===== src/common/wdpec_pkg.sv =====
// Constants and carrier types for the watchdog period and enable control block.
// Assumes a single 20 MHz system clock and a 32-bit classic Wishbone register bus.
package wdpec_pkg;

    // ********************************************************
    // Clocking and time base
    // ********************************************************
    localparam int unsigned CLK_HZ   = 20_000_000;
    localparam int unsigned LFOSC_HZ = 31_000;
    // Cycles of clk_i per low-frequency time-base tick, rounded down
    localparam int unsigned TICK_DIV = CLK_HZ / LFOSC_HZ;

    // ********************************************************
    // Register byte offsets
    // ********************************************************
    localparam logic [7:0] ADR_CTRL0  = 8'h00;
    localparam logic [7:0] ADR_CTRL1  = 8'h04;
    localparam logic [7:0] ADR_STATUS = 8'h08;
    localparam logic [7:0] ADR_MASK   = 8'h0C;
    localparam logic [7:0] ADR_COUNT  = 8'h10;
    localparam logic [7:0] ADR_CLEAR  = 8'h14;

    // ********************************************************
    // Fields and values
    // ********************************************************
    localparam int unsigned PS_LSB      = 1;
    localparam int unsigned PS_MSB      = 5;
    localparam int unsigned SOFT_ON_BIT = 0;
    localparam logic [4:0]  PS_UNLOCK     = 5'h1F;
    localparam logic [4:0]  PS_DEFAULT    = 5'h0B;
    localparam logic [4:0]  PS_LAST_VALID = 5'h12;
    localparam logic [23:0] MIN_RATIO     = 24'h000020;
    localparam logic        SOFT_ON_RESET = 1'h0;
    localparam int unsigned CNT_W   = 23;
    localparam int unsigned RATIO_W = 24;

    localparam int unsigned IRQ_TIMEOUT = 0;
    localparam int unsigned IRQ_WINDOW  = 1;
    localparam int unsigned IRQ_W       = 2;
    localparam logic [1:0]  IRQ_RESET   = 2'h0;

    typedef enum logic [1:0] {
        MODE_OFF   = 2'b00,
        MODE_SOFT  = 2'b01,
        MODE_AWAKE = 2'b10,
        MODE_ON    = 2'b11
    } wdpec_mode_e;

    // Configuration word fields, static while the device runs
    typedef struct packed {
        wdpec_mode_e mode;
        logic [4:0]  ps_code;
    } wdpec_cfg_s;

endpackage : wdpec_pkg


===== src/wdpec_control.sv =====
// Watchdog control register 0, enable gating and time-out generation.
// Assumes configuration inputs are static; registers reached over classic Wishbone.
`timescale 1ns/100ps
module wdpec_control
    import wdpec_pkg::*;
#(
    parameter int unsigned TICK_CYCLES = TICK_DIV
) (
    // Clock and reset
    input  wire logic                 clk_i,
    input  wire logic                 rst_i,
    // Wishbone slave
    input  wire logic                 wb_cyc_i,
    input  wire logic                 wb_stb_i,
    input  wire logic                 wb_we_i,
    input  wire logic [7:0]           wb_adr_i,
    input  wire logic [3:0]           wb_sel_i,
    input  wire logic [31:0]          wb_dat_i,
    output logic      [31:0]          wb_dat_o,
    output logic                      wb_ack_o,
    // Configuration and device state
    input  wire wdpec_pkg::wdpec_cfg_s cfg_i,
    input  wire logic                 sleep_i,
    input  wire logic                 window_mode_i,
    // Watchdog outputs
    output logic                      watchdog_reset_o,
    output logic                      watchdog_running_o,
    output logic                      irq_o
);
    import wdpec_pkg::*;

    typedef enum logic [0:0] {
        WB_IDLE = 1'b0,
        WB_ACK  = 1'b1
    } wdpec_wb_e;

    // ********************************************************
    // Declarations
    // ********************************************************
    wdpec_wb_e        wb_state_q;
    logic [31:0]      dat_q;
    logic [31:0]      rd_data;
    logic             take;
    logic             wr;
    logic             rd;
    logic             hit_ctrl0;
    logic             hit_ctrl1;
    logic             hit_status;
    logic             hit_mask;
    logic             hit_count;
    logic             hit_clear;
    logic             lane0;

    logic [15:0]      div_q;
    logic             tick_q;

    logic [4:0]       ps_q;
    logic             soft_on_q;
    logic             ps_unlocked;
    logic             active;
    logic             running_q;
    logic             armed_q;
    logic             sleep_q;
    logic             clr_cmd;
    logic             violation;
    logic             ctrl_write;
    logic             cnt_clear;
    logic             expire;
    logic [CNT_W-1:0] count;

    logic [IRQ_W-1:0] status_q;
    logic [IRQ_W-1:0] status_d;
    logic [IRQ_W-1:0] mask_q;
    logic [IRQ_W-1:0] mask_d;
    logic [IRQ_W-1:0] events;
    logic             irq_q;
    logic             reset_q;

    // ********************************************************
    // Wishbone slave
    // ********************************************************
    // One wait state: ack rises on the edge after the request is seen
    // Register map, byte offsets:
    //   0x00 control zero: [31:6] read zero, [5:1] prescale select, [0] soft enable
    //   0x04 control one: no fields here; a write only restarts the count
    //   0x08 event status, write one to clear: [0] time-out, [1] window violation
    //   0x0C event mask, same layout as the status register
    //   0x10 live count of time-base ticks, read only
    //   0x14 clear command: any write with byte lane zero enabled
    // A master that keeps stb high past ack is seen as making a second request
    assign take       = wb_cyc_i && wb_stb_i && (wb_state_q == WB_IDLE);
    assign wr         = take && wb_we_i;
    assign rd         = take && !wb_we_i;
    assign lane0      = wb_sel_i[0];
    assign hit_ctrl0  = (wb_adr_i == ADR_CTRL0);
    assign hit_ctrl1  = (wb_adr_i == ADR_CTRL1);
    assign hit_status = (wb_adr_i == ADR_STATUS);
    assign hit_mask   = (wb_adr_i == ADR_MASK);
    assign hit_count  = (wb_adr_i == ADR_COUNT);
    assign hit_clear  = (wb_adr_i == ADR_CLEAR);

    always_ff @(posedge clk_i) begin
        if (rst_i) begin
            wb_state_q <= WB_IDLE;
        end else begin
            unique case (wb_state_q)
                WB_IDLE: begin
                    if (take) begin
                        wb_state_q <= WB_ACK;
                    end
                end
                WB_ACK: begin
                    wb_state_q <= WB_IDLE;
                end
            endcase
        end
    end

    always_comb begin
        rd_data = 32'h0000_0000;
        if (hit_ctrl0) begin
            rd_data[PS_MSB:PS_LSB] = ps_q;
            rd_data[SOFT_ON_BIT]   = soft_on_q;
        end else if (hit_status) begin
            rd_data[IRQ_W-1:0] = status_q;
        end else if (hit_mask) begin
            rd_data[IRQ_W-1:0] = mask_q;
        end else if (hit_count) begin
            rd_data[CNT_W-1:0] = count;
        end
    end

    // Unmapped offsets and write cycles return zero
    always_ff @(posedge clk_i) begin
        if (rst_i) begin
            dat_q <= 32'h0000_0000;
        end else if (rd) begin
            dat_q <= rd_data;
        end else if (take) begin
            dat_q <= 32'h0000_0000;
        end
    end

    assign wb_ack_o = (wb_state_q == WB_ACK);
    assign wb_dat_o = dat_q;

    // ********************************************************
    // Time-base divider
    // ********************************************************
    // Free-running, so tick spacing does not depend on bus traffic; the first
    // tick after a clear can come up to one tick period early
    always_ff @(posedge clk_i) begin
        if (rst_i) begin
            div_q  <= 16'h0000;
            tick_q <= 1'b0;
        end else if (div_q >= 16'(TICK_CYCLES - 1)) begin
            div_q  <= 16'h0000;
            tick_q <= 1'b1;
        end else begin
            div_q  <= div_q + 16'h0001;
            tick_q <= 1'b0;
        end
    end

    // ********************************************************
    // Control register zero
    // ********************************************************
    // Locked codes reload from the configuration word on every reset, so a
    // locked part always comes up with the period fixed at build time
    assign ps_unlocked = (cfg_i.ps_code == PS_UNLOCK);

    always_ff @(posedge clk_i) begin
        if (rst_i) begin
            ps_q      <= ps_unlocked ? PS_DEFAULT : cfg_i.ps_code;
            soft_on_q <= SOFT_ON_RESET;
        end else if (wr && hit_ctrl0 && lane0) begin
            if (ps_unlocked) begin
                ps_q <= wb_dat_i[PS_MSB:PS_LSB];
            end
            soft_on_q <= wb_dat_i[SOFT_ON_BIT];
        end
    end

    // ********************************************************
    // Enable decode
    // ********************************************************
    always_comb begin
        unique case (cfg_i.mode)
            MODE_ON:    active = 1'b1;
            MODE_AWAKE: active = !sleep_i;
            MODE_SOFT:  active = soft_on_q;
            MODE_OFF:   active = 1'b0;
        endcase
    end

    // ********************************************************
    // Arming and clearing
    // ********************************************************
    // A refused clear leaves the count running, so the violation is its only effect
    // Any clear disarms, so each clear in windowed mode needs its own arming read
    assign clr_cmd    = wr && hit_clear && lane0;
    assign violation  = clr_cmd && window_mode_i && !armed_q;
    assign ctrl_write = wr && (hit_ctrl0 || hit_ctrl1) && lane0;
    // Sleep entry and exit both restart the count
    assign cnt_clear  = ctrl_write || (clr_cmd && !violation) || (sleep_i != sleep_q);

    always_ff @(posedge clk_i) begin
        if (rst_i) begin
            armed_q <= 1'b0;
        end else if (clr_cmd) begin
            armed_q <= 1'b0;
        end else if (rd && hit_ctrl0) begin
            armed_q <= 1'b1;
        end
    end

    always_ff @(posedge clk_i) begin
        if (rst_i) begin
            sleep_q <= 1'b0;
        end else begin
            sleep_q <= sleep_i;
        end
    end

    wdpec_timeout #(
        .CW       (CNT_W)
    ) u_timeout (
        .clk_i    (clk_i),
        .rst_i    (rst_i),
        .tick_i   (tick_q),
        .clear_i  (cnt_clear),
        .run_i    (active),
        .sel_i    (ps_q),
        .count_o  (count),
        .expire_o (expire)
    );

    // ********************************************************
    // Events and interrupt
    // ********************************************************
    // The interrupt is built from the next-state values, so it rises on the
    // same edge as the status bit and not one cycle later
    always_comb begin
        events              = '0;
        events[IRQ_TIMEOUT] = expire;
        events[IRQ_WINDOW]  = violation;
        status_d            = status_q;
        mask_d              = mask_q;
        if (wr && hit_status && lane0) begin
            status_d = status_q & ~wb_dat_i[IRQ_W-1:0];
        end
        if (wr && hit_mask && lane0) begin
            mask_d = wb_dat_i[IRQ_W-1:0];
        end
        // A new event wins over a clear in the same cycle
        status_d = status_d | events;
    end

    always_ff @(posedge clk_i) begin
        if (rst_i) begin
            status_q <= IRQ_RESET;
            mask_q   <= IRQ_RESET;
            irq_q    <= 1'b0;
        end else begin
            status_q <= status_d;
            mask_q   <= mask_d;
            irq_q    <= |(status_d & mask_d);
        end
    end

    always_ff @(posedge clk_i) begin
        if (rst_i) begin
            reset_q   <= 1'b0;
            running_q <= 1'b0;
        end else begin
            reset_q   <= expire || violation;
            running_q <= active;
        end
    end

    assign watchdog_reset_o   = reset_q;
    assign watchdog_running_o = running_q;
    assign irq_o              = irq_q;

endmodule // wdpec_control


===== src/wdpec_timeout.sv =====
// Time-out counter: counts time-base ticks up to the selected divide ratio.
// Assumes tick_i is a one-cycle enable pulse at the low-frequency time-base rate.
`timescale 1ns/100ps
module wdpec_timeout
    import wdpec_pkg::*;
#(
    parameter int unsigned CW = CNT_W
) (
    // Clock and reset
    input  wire logic          clk_i,
    input  wire logic          rst_i,
    // Control
    input  wire logic          tick_i,
    input  wire logic          clear_i,
    input  wire logic          run_i,
    input  wire logic [4:0]    sel_i,
    // Status
    output logic      [CW-1:0] count_o,
    output logic               expire_o
);
    import wdpec_pkg::*;

    logic [CW-1:0]      count_q;
    logic               expire_q;
    logic [RATIO_W-1:0] ratio;

    // ********************************************************
    // Divide ratio decode
    // ********************************************************
    always_comb begin
        if (sel_i > PS_LAST_VALID) begin
            ratio = MIN_RATIO;
        end else begin
            ratio = MIN_RATIO << sel_i;
        end
    end

    // ********************************************************
    // Counter
    // ********************************************************
    // Compare with >= so a shorter ratio chosen mid-count still expires
    always_ff @(posedge clk_i) begin
        if (rst_i || clear_i || !run_i) begin
            count_q  <= '0;
            expire_q <= 1'b0;
        end else begin
            expire_q <= 1'b0;
            if (tick_i) begin
                if (({1'b0, count_q} + {{(RATIO_W-1){1'b0}}, 1'b1}) >= ratio) begin
                    count_q  <= '0;
                    expire_q <= 1'b1;
                end else begin
                    count_q <= count_q + 1'b1;
                end
            end
        end
    end

    assign count_o  = count_q;
    assign expire_o = expire_q;

endmodule // wdpec_timeout


===== config.mk =====
export PLATFORM = sky130hd
export DESIGN_NAME = wdpec_control
export DESIGN_NICKNAME = d
export VERILOG_FILES = /design/src/common/wdpec_pkg.sv /design/src/wdpec_control.sv /design/src/wdpec_timeout.sv
export SDC_FILE = /design/constraint.sdc
export NUM_CORES = 1
export LEC_CHECK = 0
export CAP_MARGIN = 20
export CORE_UTILIZATION = 45
export CTS_CLUSTER_SIZE = 20
export DETAILED_ROUTE_END_ITERATION = 10
export DONT_BUFFER_PORTS = 1
export GPL_TIMING_DRIVEN = 0
export PLACE_DENSITY = 0.71
export SLEW_MARGIN = 20
export SYNTH_ARGS = -nofsm -noshare
export SYNTH_HDL_FRONTEND = slang
export SYNTH_HIERARCHICAL = 1
export SYNTH_SLANG_ARGS = --single-unit

===== constraint.sdc =====
create_clock -name clk_i -period 3.3 [get_ports clk_i]
set_input_delay 0.66 -clock clk_i [delete_from_list [all_inputs] [get_ports clk_i]]
set_output_delay 0.66 -clock clk_i [all_outputs]
set_load 0.05 [all_outputs]

==> results.cfg, run 1 <==
[sta]
fin_skew_ns = 0.00940
min_period_ns = 3.34
finalWorstSetupSlack_ns = -0.0384
slew_headroom_pct = 56.7
post-route-period-util_pct = 101
max_freq_ghz = 0.300
rsz0062_at_grt = yes
setup_viol = 14
final_max_slew_viol_count = 0
tightestPinTransition_ns = 0.650
setup_tns_ns = -0.364
hold_viol_final = 0

[grt]
track_usage_pct = 22.4
grt.overflow.total = 0
grt_first_pass_wirelength_mm = 17.7
grt_pass1_vias = 3803
grt_antenna_before_repair = 0
grt_max_degree = 16

[cts]
clock_latency_ns = 0.36
cts-hold-fix-buffers = 0
path_clk_slew_ns = 0.09
cts_sinks = 80
cts_tree = done
cts_root_buffer = clkbuf_8
clock_path_buffers = 2
htree_levels = 3
cts_made_buffers = 9

[place]
placed_area_um2 = 4590
post-place-ws_ns = -0.556
gp_congestion = 0.910
port_buffers = 0
dp_hpwl_mm = 7.73

[synthesis]
synth_area_per_cell_um2 = 8.82
ys_types = 68
synth_edf_count = 5
ys_warn_count = 6
yosys_most_used_dff = dfxtp_1
synthCells = 494
ys_async_sr_fraction_pct = 0
synth-seq-cells = 80
synthesis.area_um2 = 4360
yosysSeqAreaShare_pct = 37.9

[final_layout]
final_util_pct = 56.6
nets = 626
stdcell_area_um2 = 5280
syn2layout_area_growth_pct = 21.2
fill_cells = 829
antenna_cells = 0
layout-drive-gt1-share_pct = 24.0

[route]
num_vias = 3938
ant_nets = 0
drt_iter0_markers = 203
drc = 0
wl_per_cell_um = 16.7
via_per_inst = 5.79
routed_wl_mm = 11.4
dr.pass1.iters = 5

[worst_setup_path]
start_kind = flip-flop
required_ns = 3.58
crit_type = reg2reg
crit_fanout = 6
end_kind = flip-flop
arrival_ns = 3.62

[hold_path]
hp-class = in2reg

[outcome]
status = finished, violations left
failed_checks = setup timing

[floorplan]
dieHeight_um = 100
core_um2 = 9330
start_util_pct = 46.7
dieArea_um2 = 10100
rows = 35
die_x_um = 100
io_pins = 94

[power_and_ir_drop]
power_mw = 1.95
vdd_drop_max_v = 0.000294
leakage_nw = 2.05
p_per_area_nw_per_um2 = 369

[job]
max-cap-violations = 0
-- layout make-up --
| cell class | instances | area, um^2 | share of cell area (%) |
|---|---|---|---|
| multi-input combinational | 384 | 2730 | 51.7 |
| timing repair buffer | 28 | 253 | 4.79 |
| clock buffer | 10 | 138 | 2.61 |
| tap | 129 | 161 | 3.06 |
| clock inverter | 6 | 52.6 | 0.995 |
| inverter | 9 | 33.8 | 0.640 |
| sequential | 80 | 1680 | 31.9 |
| buffer | 34 | 230 | 4.36 |
-- critical path, stage by stage, from the launching register on --
cell,delay [ns]
dfxtp_4,0.36
nand4_1,0.20
or2_4,0.34
nor2_4,0.14
nand2_1,0.12
xnor2_2,0.17
ha_1,0.32
and2_0,0.19
a221o_1,0.32
a211oi_2,0.27
o21ai_2,0.11
or3_4,0.42
buf_12,0.17
o221ai_2,0.13
-- synth_stat cells, drive strengths merged (8+ instances only) --
master,instances,share of area [%]
xnor2,9,1.8
a22oi,19,3.3
nor2,37,3.2
and3,17,2.4
nor3,17,2.0
xor2,13,2.6
buf,21,3.1
dfxtp,75,34
a21oi,14,1.6
nand3,20,2.3
o31ai,9,1.6
o21ai,11,1.3
clkbuf,14,1.2
inv,9,0.78
nand4,12,1.7
ha,22,6.3
nand2,59,5.1
nand2b,8,1.1
-- flip-flops by register name, summed over array words and instances (netlist names) --
name and cells:
ps_q 5, watchdog_running_o 1, irq_o 1, wb_dat_o 23, u_timeout/expire_o 1, watchdog_reset_o 1
wb_ack_o 1, status_q 2, u_timeout/count_o 23, soft_on_q 1, sleep_q 1, tick_q 1
mask_q 2, armed_q 1, div_q 16
-- stage by stage --
step           hold slack (ns)  instances
2_1_floorplan            0.445        508
3_3_place_gp             0.468        637
3_5_place_dp             0.477        637
4_1_cts                  0.427        672
5_1_grt                  0.428        680
6_report                 0.438        680
-- layout by cell type, fill, tap and decap left out, types with 4 or more instances in the layout --
master and instances:
clkbuf_8 10, buf_4 34, inv_1 9, buf_6 5, o221ai_2 5, edfxtp_1 5, xnor2_1 8, nor2b_1 7
nor2_1 34, nand4_1 12, xor2_1 12, dfxtp_4 5, conb_1 15, or3_4 4, o31ai_1 8, dfxtp_1 61
o21ai_0 6, a22oi_1 19, nor3_1 15, nand3_1 18, nand3b_1 4, o22ai_1 4, a221oi_1 4, o2bb2ai_2 7
and3_1 15, nand2_1 56, dfxtp_2 9, a21oi_1 14, clkbuf_1 13, nand2b_1 8, a31o_1 6, ha_1 19
-- timing repair --
action,4_1_cts,5_1_grt
gates resized for setup,38,38
buffers inserted,19,7
cloned,0,2
hold endpoints to repair,0,0
pin swaps,10,21
endpoints found under the setup margin,24,24
-- routing by layer --
metal | track usage (%) | routed length, um | vias up
met1 | 27.1 | 4990 | 1879
met3 | 4.81 | 663 | 23
met2 | 38.8 | 5500 | 137
met4 | 8.36 | 234 | 0
met5 | 0 | 0 | -
li1 | - | - | 1899
-- cell families after synthesis --
logic type	after synthesis	share of synthesized area, %
flip-flops	80	37.9
other	1	0.0861
multiplexers	4	1.09
buffers and inverters	44	5.11
AO/OA/AOI/OAI	100	18.2
XOR/XNOR	22	4.42
AND/OR/NAND/NOR	221	26.8
adder cells (fa/ha/maj)	22	6.32
-- power by group --
part / total [mW] / switching, mW / internal, mW
Combinational: 0.234 / 0.142 / 0.0919
Sequential: 1.02 / 0.0344 / 0.988
Clock: 0.693 / 0.389 / 0.304
-- worst paths after layout --
kind	startpoint	endpoint	slack, ns	depth (start not counted)
worst min register to register	soft_on_q	soft_on_q	0.49	2
worst max register to register	u_timeout/count_o[8]	u_timeout/count_o[17]	-0.04	13
worst max-delay path	u_timeout/count_o[8]	u_timeout/count_o[17]	-0.04	13
worst min-delay path	sleep_i	sleep_q	0.44	1
(Power assumes the default switching activity.)
==> run 2: changes to the inputs <==
--- a/config.mk
+++ b/config.mk
@@ -11,6 +11,7 @@
 export DETAILED_ROUTE_END_ITERATION = 10
 export DONT_BUFFER_PORTS = 1
 export GPL_TIMING_DRIVEN = 0
+export MAX_ROUTING_LAYER = met4
 export PLACE_DENSITY = 0.71
 export SLEW_MARGIN = 20
 export SYNTH_ARGS = -nofsm -noshare
==> run 2 against run 1 <==
Net effect: the run still ends with setup timing left; non-clock buffer count unchanged; register-to-register slack got worse by 0.03 ns; first-iteration DRC count up 20%; critical path type unchanged; critical path depth grew 3; largest power group unchanged; routed wire length decreased by 1.3%; combinational power decreased by 12%.
==> results.cfg, run 2 (same netlist as run 1, synthesis figures left out) <==
[outcome]
status = finished, violations left
failed_checks = setup timing

[floorplan]
die_x_um = 100
start_util_pct = 46.7
core_um2 = 9330
dieHeight_um = 100
io_pins = 94
dieArea_um2 = 10100
rows = 35

[cts]
clock_path_buffers = 2
clock_latency_ns = 0.36
path_clk_slew_ns = 0.10
cts_tree = done
cts_sinks = 80
cts_root_buffer = clkbuf_8
htree_levels = 3
cts_made_buffers = 9

[sta]
max_freq_ghz = 0.297
post-route-period-util_pct = 102
finalWorstSetupSlack_ns = -0.0637
min_period_ns = 3.36
fin_skew_ns = 0.0147
final_max_slew_viol_count = 0
slew_headroom_pct = 55.8
tightestPinTransition_ns = 0.663
rsz0062_at_grt = yes
setup_viol = 9
fin_hold_ws_ns = 0.427
hold_viol_final = 0

[final_layout]
syn2layout_area_growth_pct = 19.6
fill_cells = 843
stdcell_area_um2 = 5210
antenna_cells = 0
final_cell_mix = dfxtp_1 (62), nand2_1 (58), buf_4 (38), nor2_1 (33), ha_1 (20)
layout_commonest_cell = dfxtp_1
nets = 626
layout-drive-gt1-share_pct = 22.9
stdcell_count = 680

[power_and_ir_drop]
leakage_nw = 2.04
p_per_area_nw_per_um2 = 382
power_mw = 1.99
p_sw_share_pct = 28.5
intPower_mw = 1.42
seqPwrFrac_pct = 51.5
clkPwrFrac_pct = 38.2
p_sw_uw = 566
vdd_drop_max_v = 0.000263
pwr-share-comb_pct = 10.3

[worst_setup_path]
required_ns = 3.58
reg2reg_from = u_timeout/count_o[1]
reg2reg_to = u_timeout/count_o[17]
worst-r2r-setup-slack_ns = -0.06
crit_type = reg2reg
start_kind = flip-flop
arrival_ns = 3.65
end_kind = flip-flop
crit_fanout = 10
worst_r2r_path_depth = 16

[route]
ant_nets = 0
drt_iter0_markers = 244
routed_wl_mm = 11.2
num_vias = 3928
dr.pass1.iters = 5
drc = 0
via_per_inst = 5.78
wl_per_cell_um = 16.5

[grt]
grt.overflow.total = 0
grt_antenna_before_repair = 0
track_usage_pct = 22.9
grt_pass1_vias = 3700
grt_max_degree = 17
grt_first_pass_wirelength_mm = 17.5

[hold_path]
hold_start = sleep_i
whs_endpoint = sleep_q
hold_depth = 1
hp-class = in2reg

[place]
dp_hpwl_mm = 7.72
port_buffers = 0
placed_area_um2 = 4590
dp_cells = 637
gp_congestion = 0.992
post-place-ws_ns = -0.608

[job]
max-cap-violations = 0
[run 2: changes by cell type in the layout (fill, tap and decap cells not counted), sizes merged]
cell and delta:
bufinv +1, clkinvlp -1, clkinv -1, clkbuf -2, buf +1, inv +2
[run 2: layer usage]
metal | vias to the layer above | wire (um) | global-route usage [%]
li1 | 1908 | - | -
met5 | - | 0 | -
met4 | 0 | 333 | 9.36
met2 | 135 | 5340 | 37.7
met3 | 32 | 618 | 4.39
met1 | 1853 | 4950 | 27.5
[run 2: critical path, stage by stage (launching register included)]
cell,delay [ns]
dfxtp_4,0.38
buf_4,0.11
and4_4,0.22
nand3_2,0.14
nor2_4,0.19
nand2_1,0.08
or2_1,0.25
nand2_2,0.08
ha_4,0.20
a21o_1,0.17
a221o_1,0.30
a211oi_2,0.26
o21ai_2,0.11
or3_4,0.34
buf_6,0.14
buf_12,0.15
o221ai_2,0.16
[run 2: worst max-delay path by stage]
| stage | start | end | slack (ns) | cells past startpoint |
|---|---|---|---|---|
| after global routing | u_timeout/count_o[8] | u_timeout/count_o[17] | -0.16 | 14 |
| after CTS | u_timeout/count_o[6] | u_timeout/count_o[17] | 0.001 | 15 |
| after global placement | u_timeout/count_o[6] | u_timeout/count_o[3] | -0.53 | 14 |
| after detailed placement | u_timeout/count_o[6] | u_timeout/count_o[3] | -0.61 | 14 |
| after floorplan | u_timeout/count_o[0] | u_timeout/count_o[10] | 0.03 | 15 |
| final | u_timeout/count_o[1] | u_timeout/count_o[17] | -0.06 | 16 |
[run 2: per-stage QoR]
step                      setup TNS, ns  util (%)
after floorplan                       0         -
after global placement           -10.41      49.2
after detailed placement         -12.25      49.2
after CTS                             0      54.0
after global routing              -2.23      55.8
final                            -0.217      55.8
[run 2: layout make-up]
cell class / instances / area, um^2 / share of cell area (%)
multi-input combinational: 384 / 2700 / 51.8
sequential: 80 / 1680 / 32.3
buffer: 35 / 226 / 4.35
timing repair buffer: 27 / 203 / 3.89
tap: 129 / 161 / 3.10
clock buffer: 9 / 124 / 2.38
clock inverter: 7 / 83.8 / 1.61
inverter: 9 / 33.8 / 0.649
[run 2: power by group through the flow]
stage,logic (mW),registers (mW),clock network [mW]
floorplan,0.142,1.04,0
global placement,0.175,1.05,0
detailed placement,0.178,1.05,0
CTS,0.186,1.02,0.777
global route,0.222,1.02,0.815
finish,0.205,1.02,0.760
[run 2: timing repair]
action / CTS / global route
hold endpoints to repair: 0 / 0
endpoints found under the setup margin: 24 / 24
hold buffers: 0 / 0
resized for setup: 35 / 28
cloned: 0 / 0
setup buffers: 18 / 9
pin swaps: 7 / 18
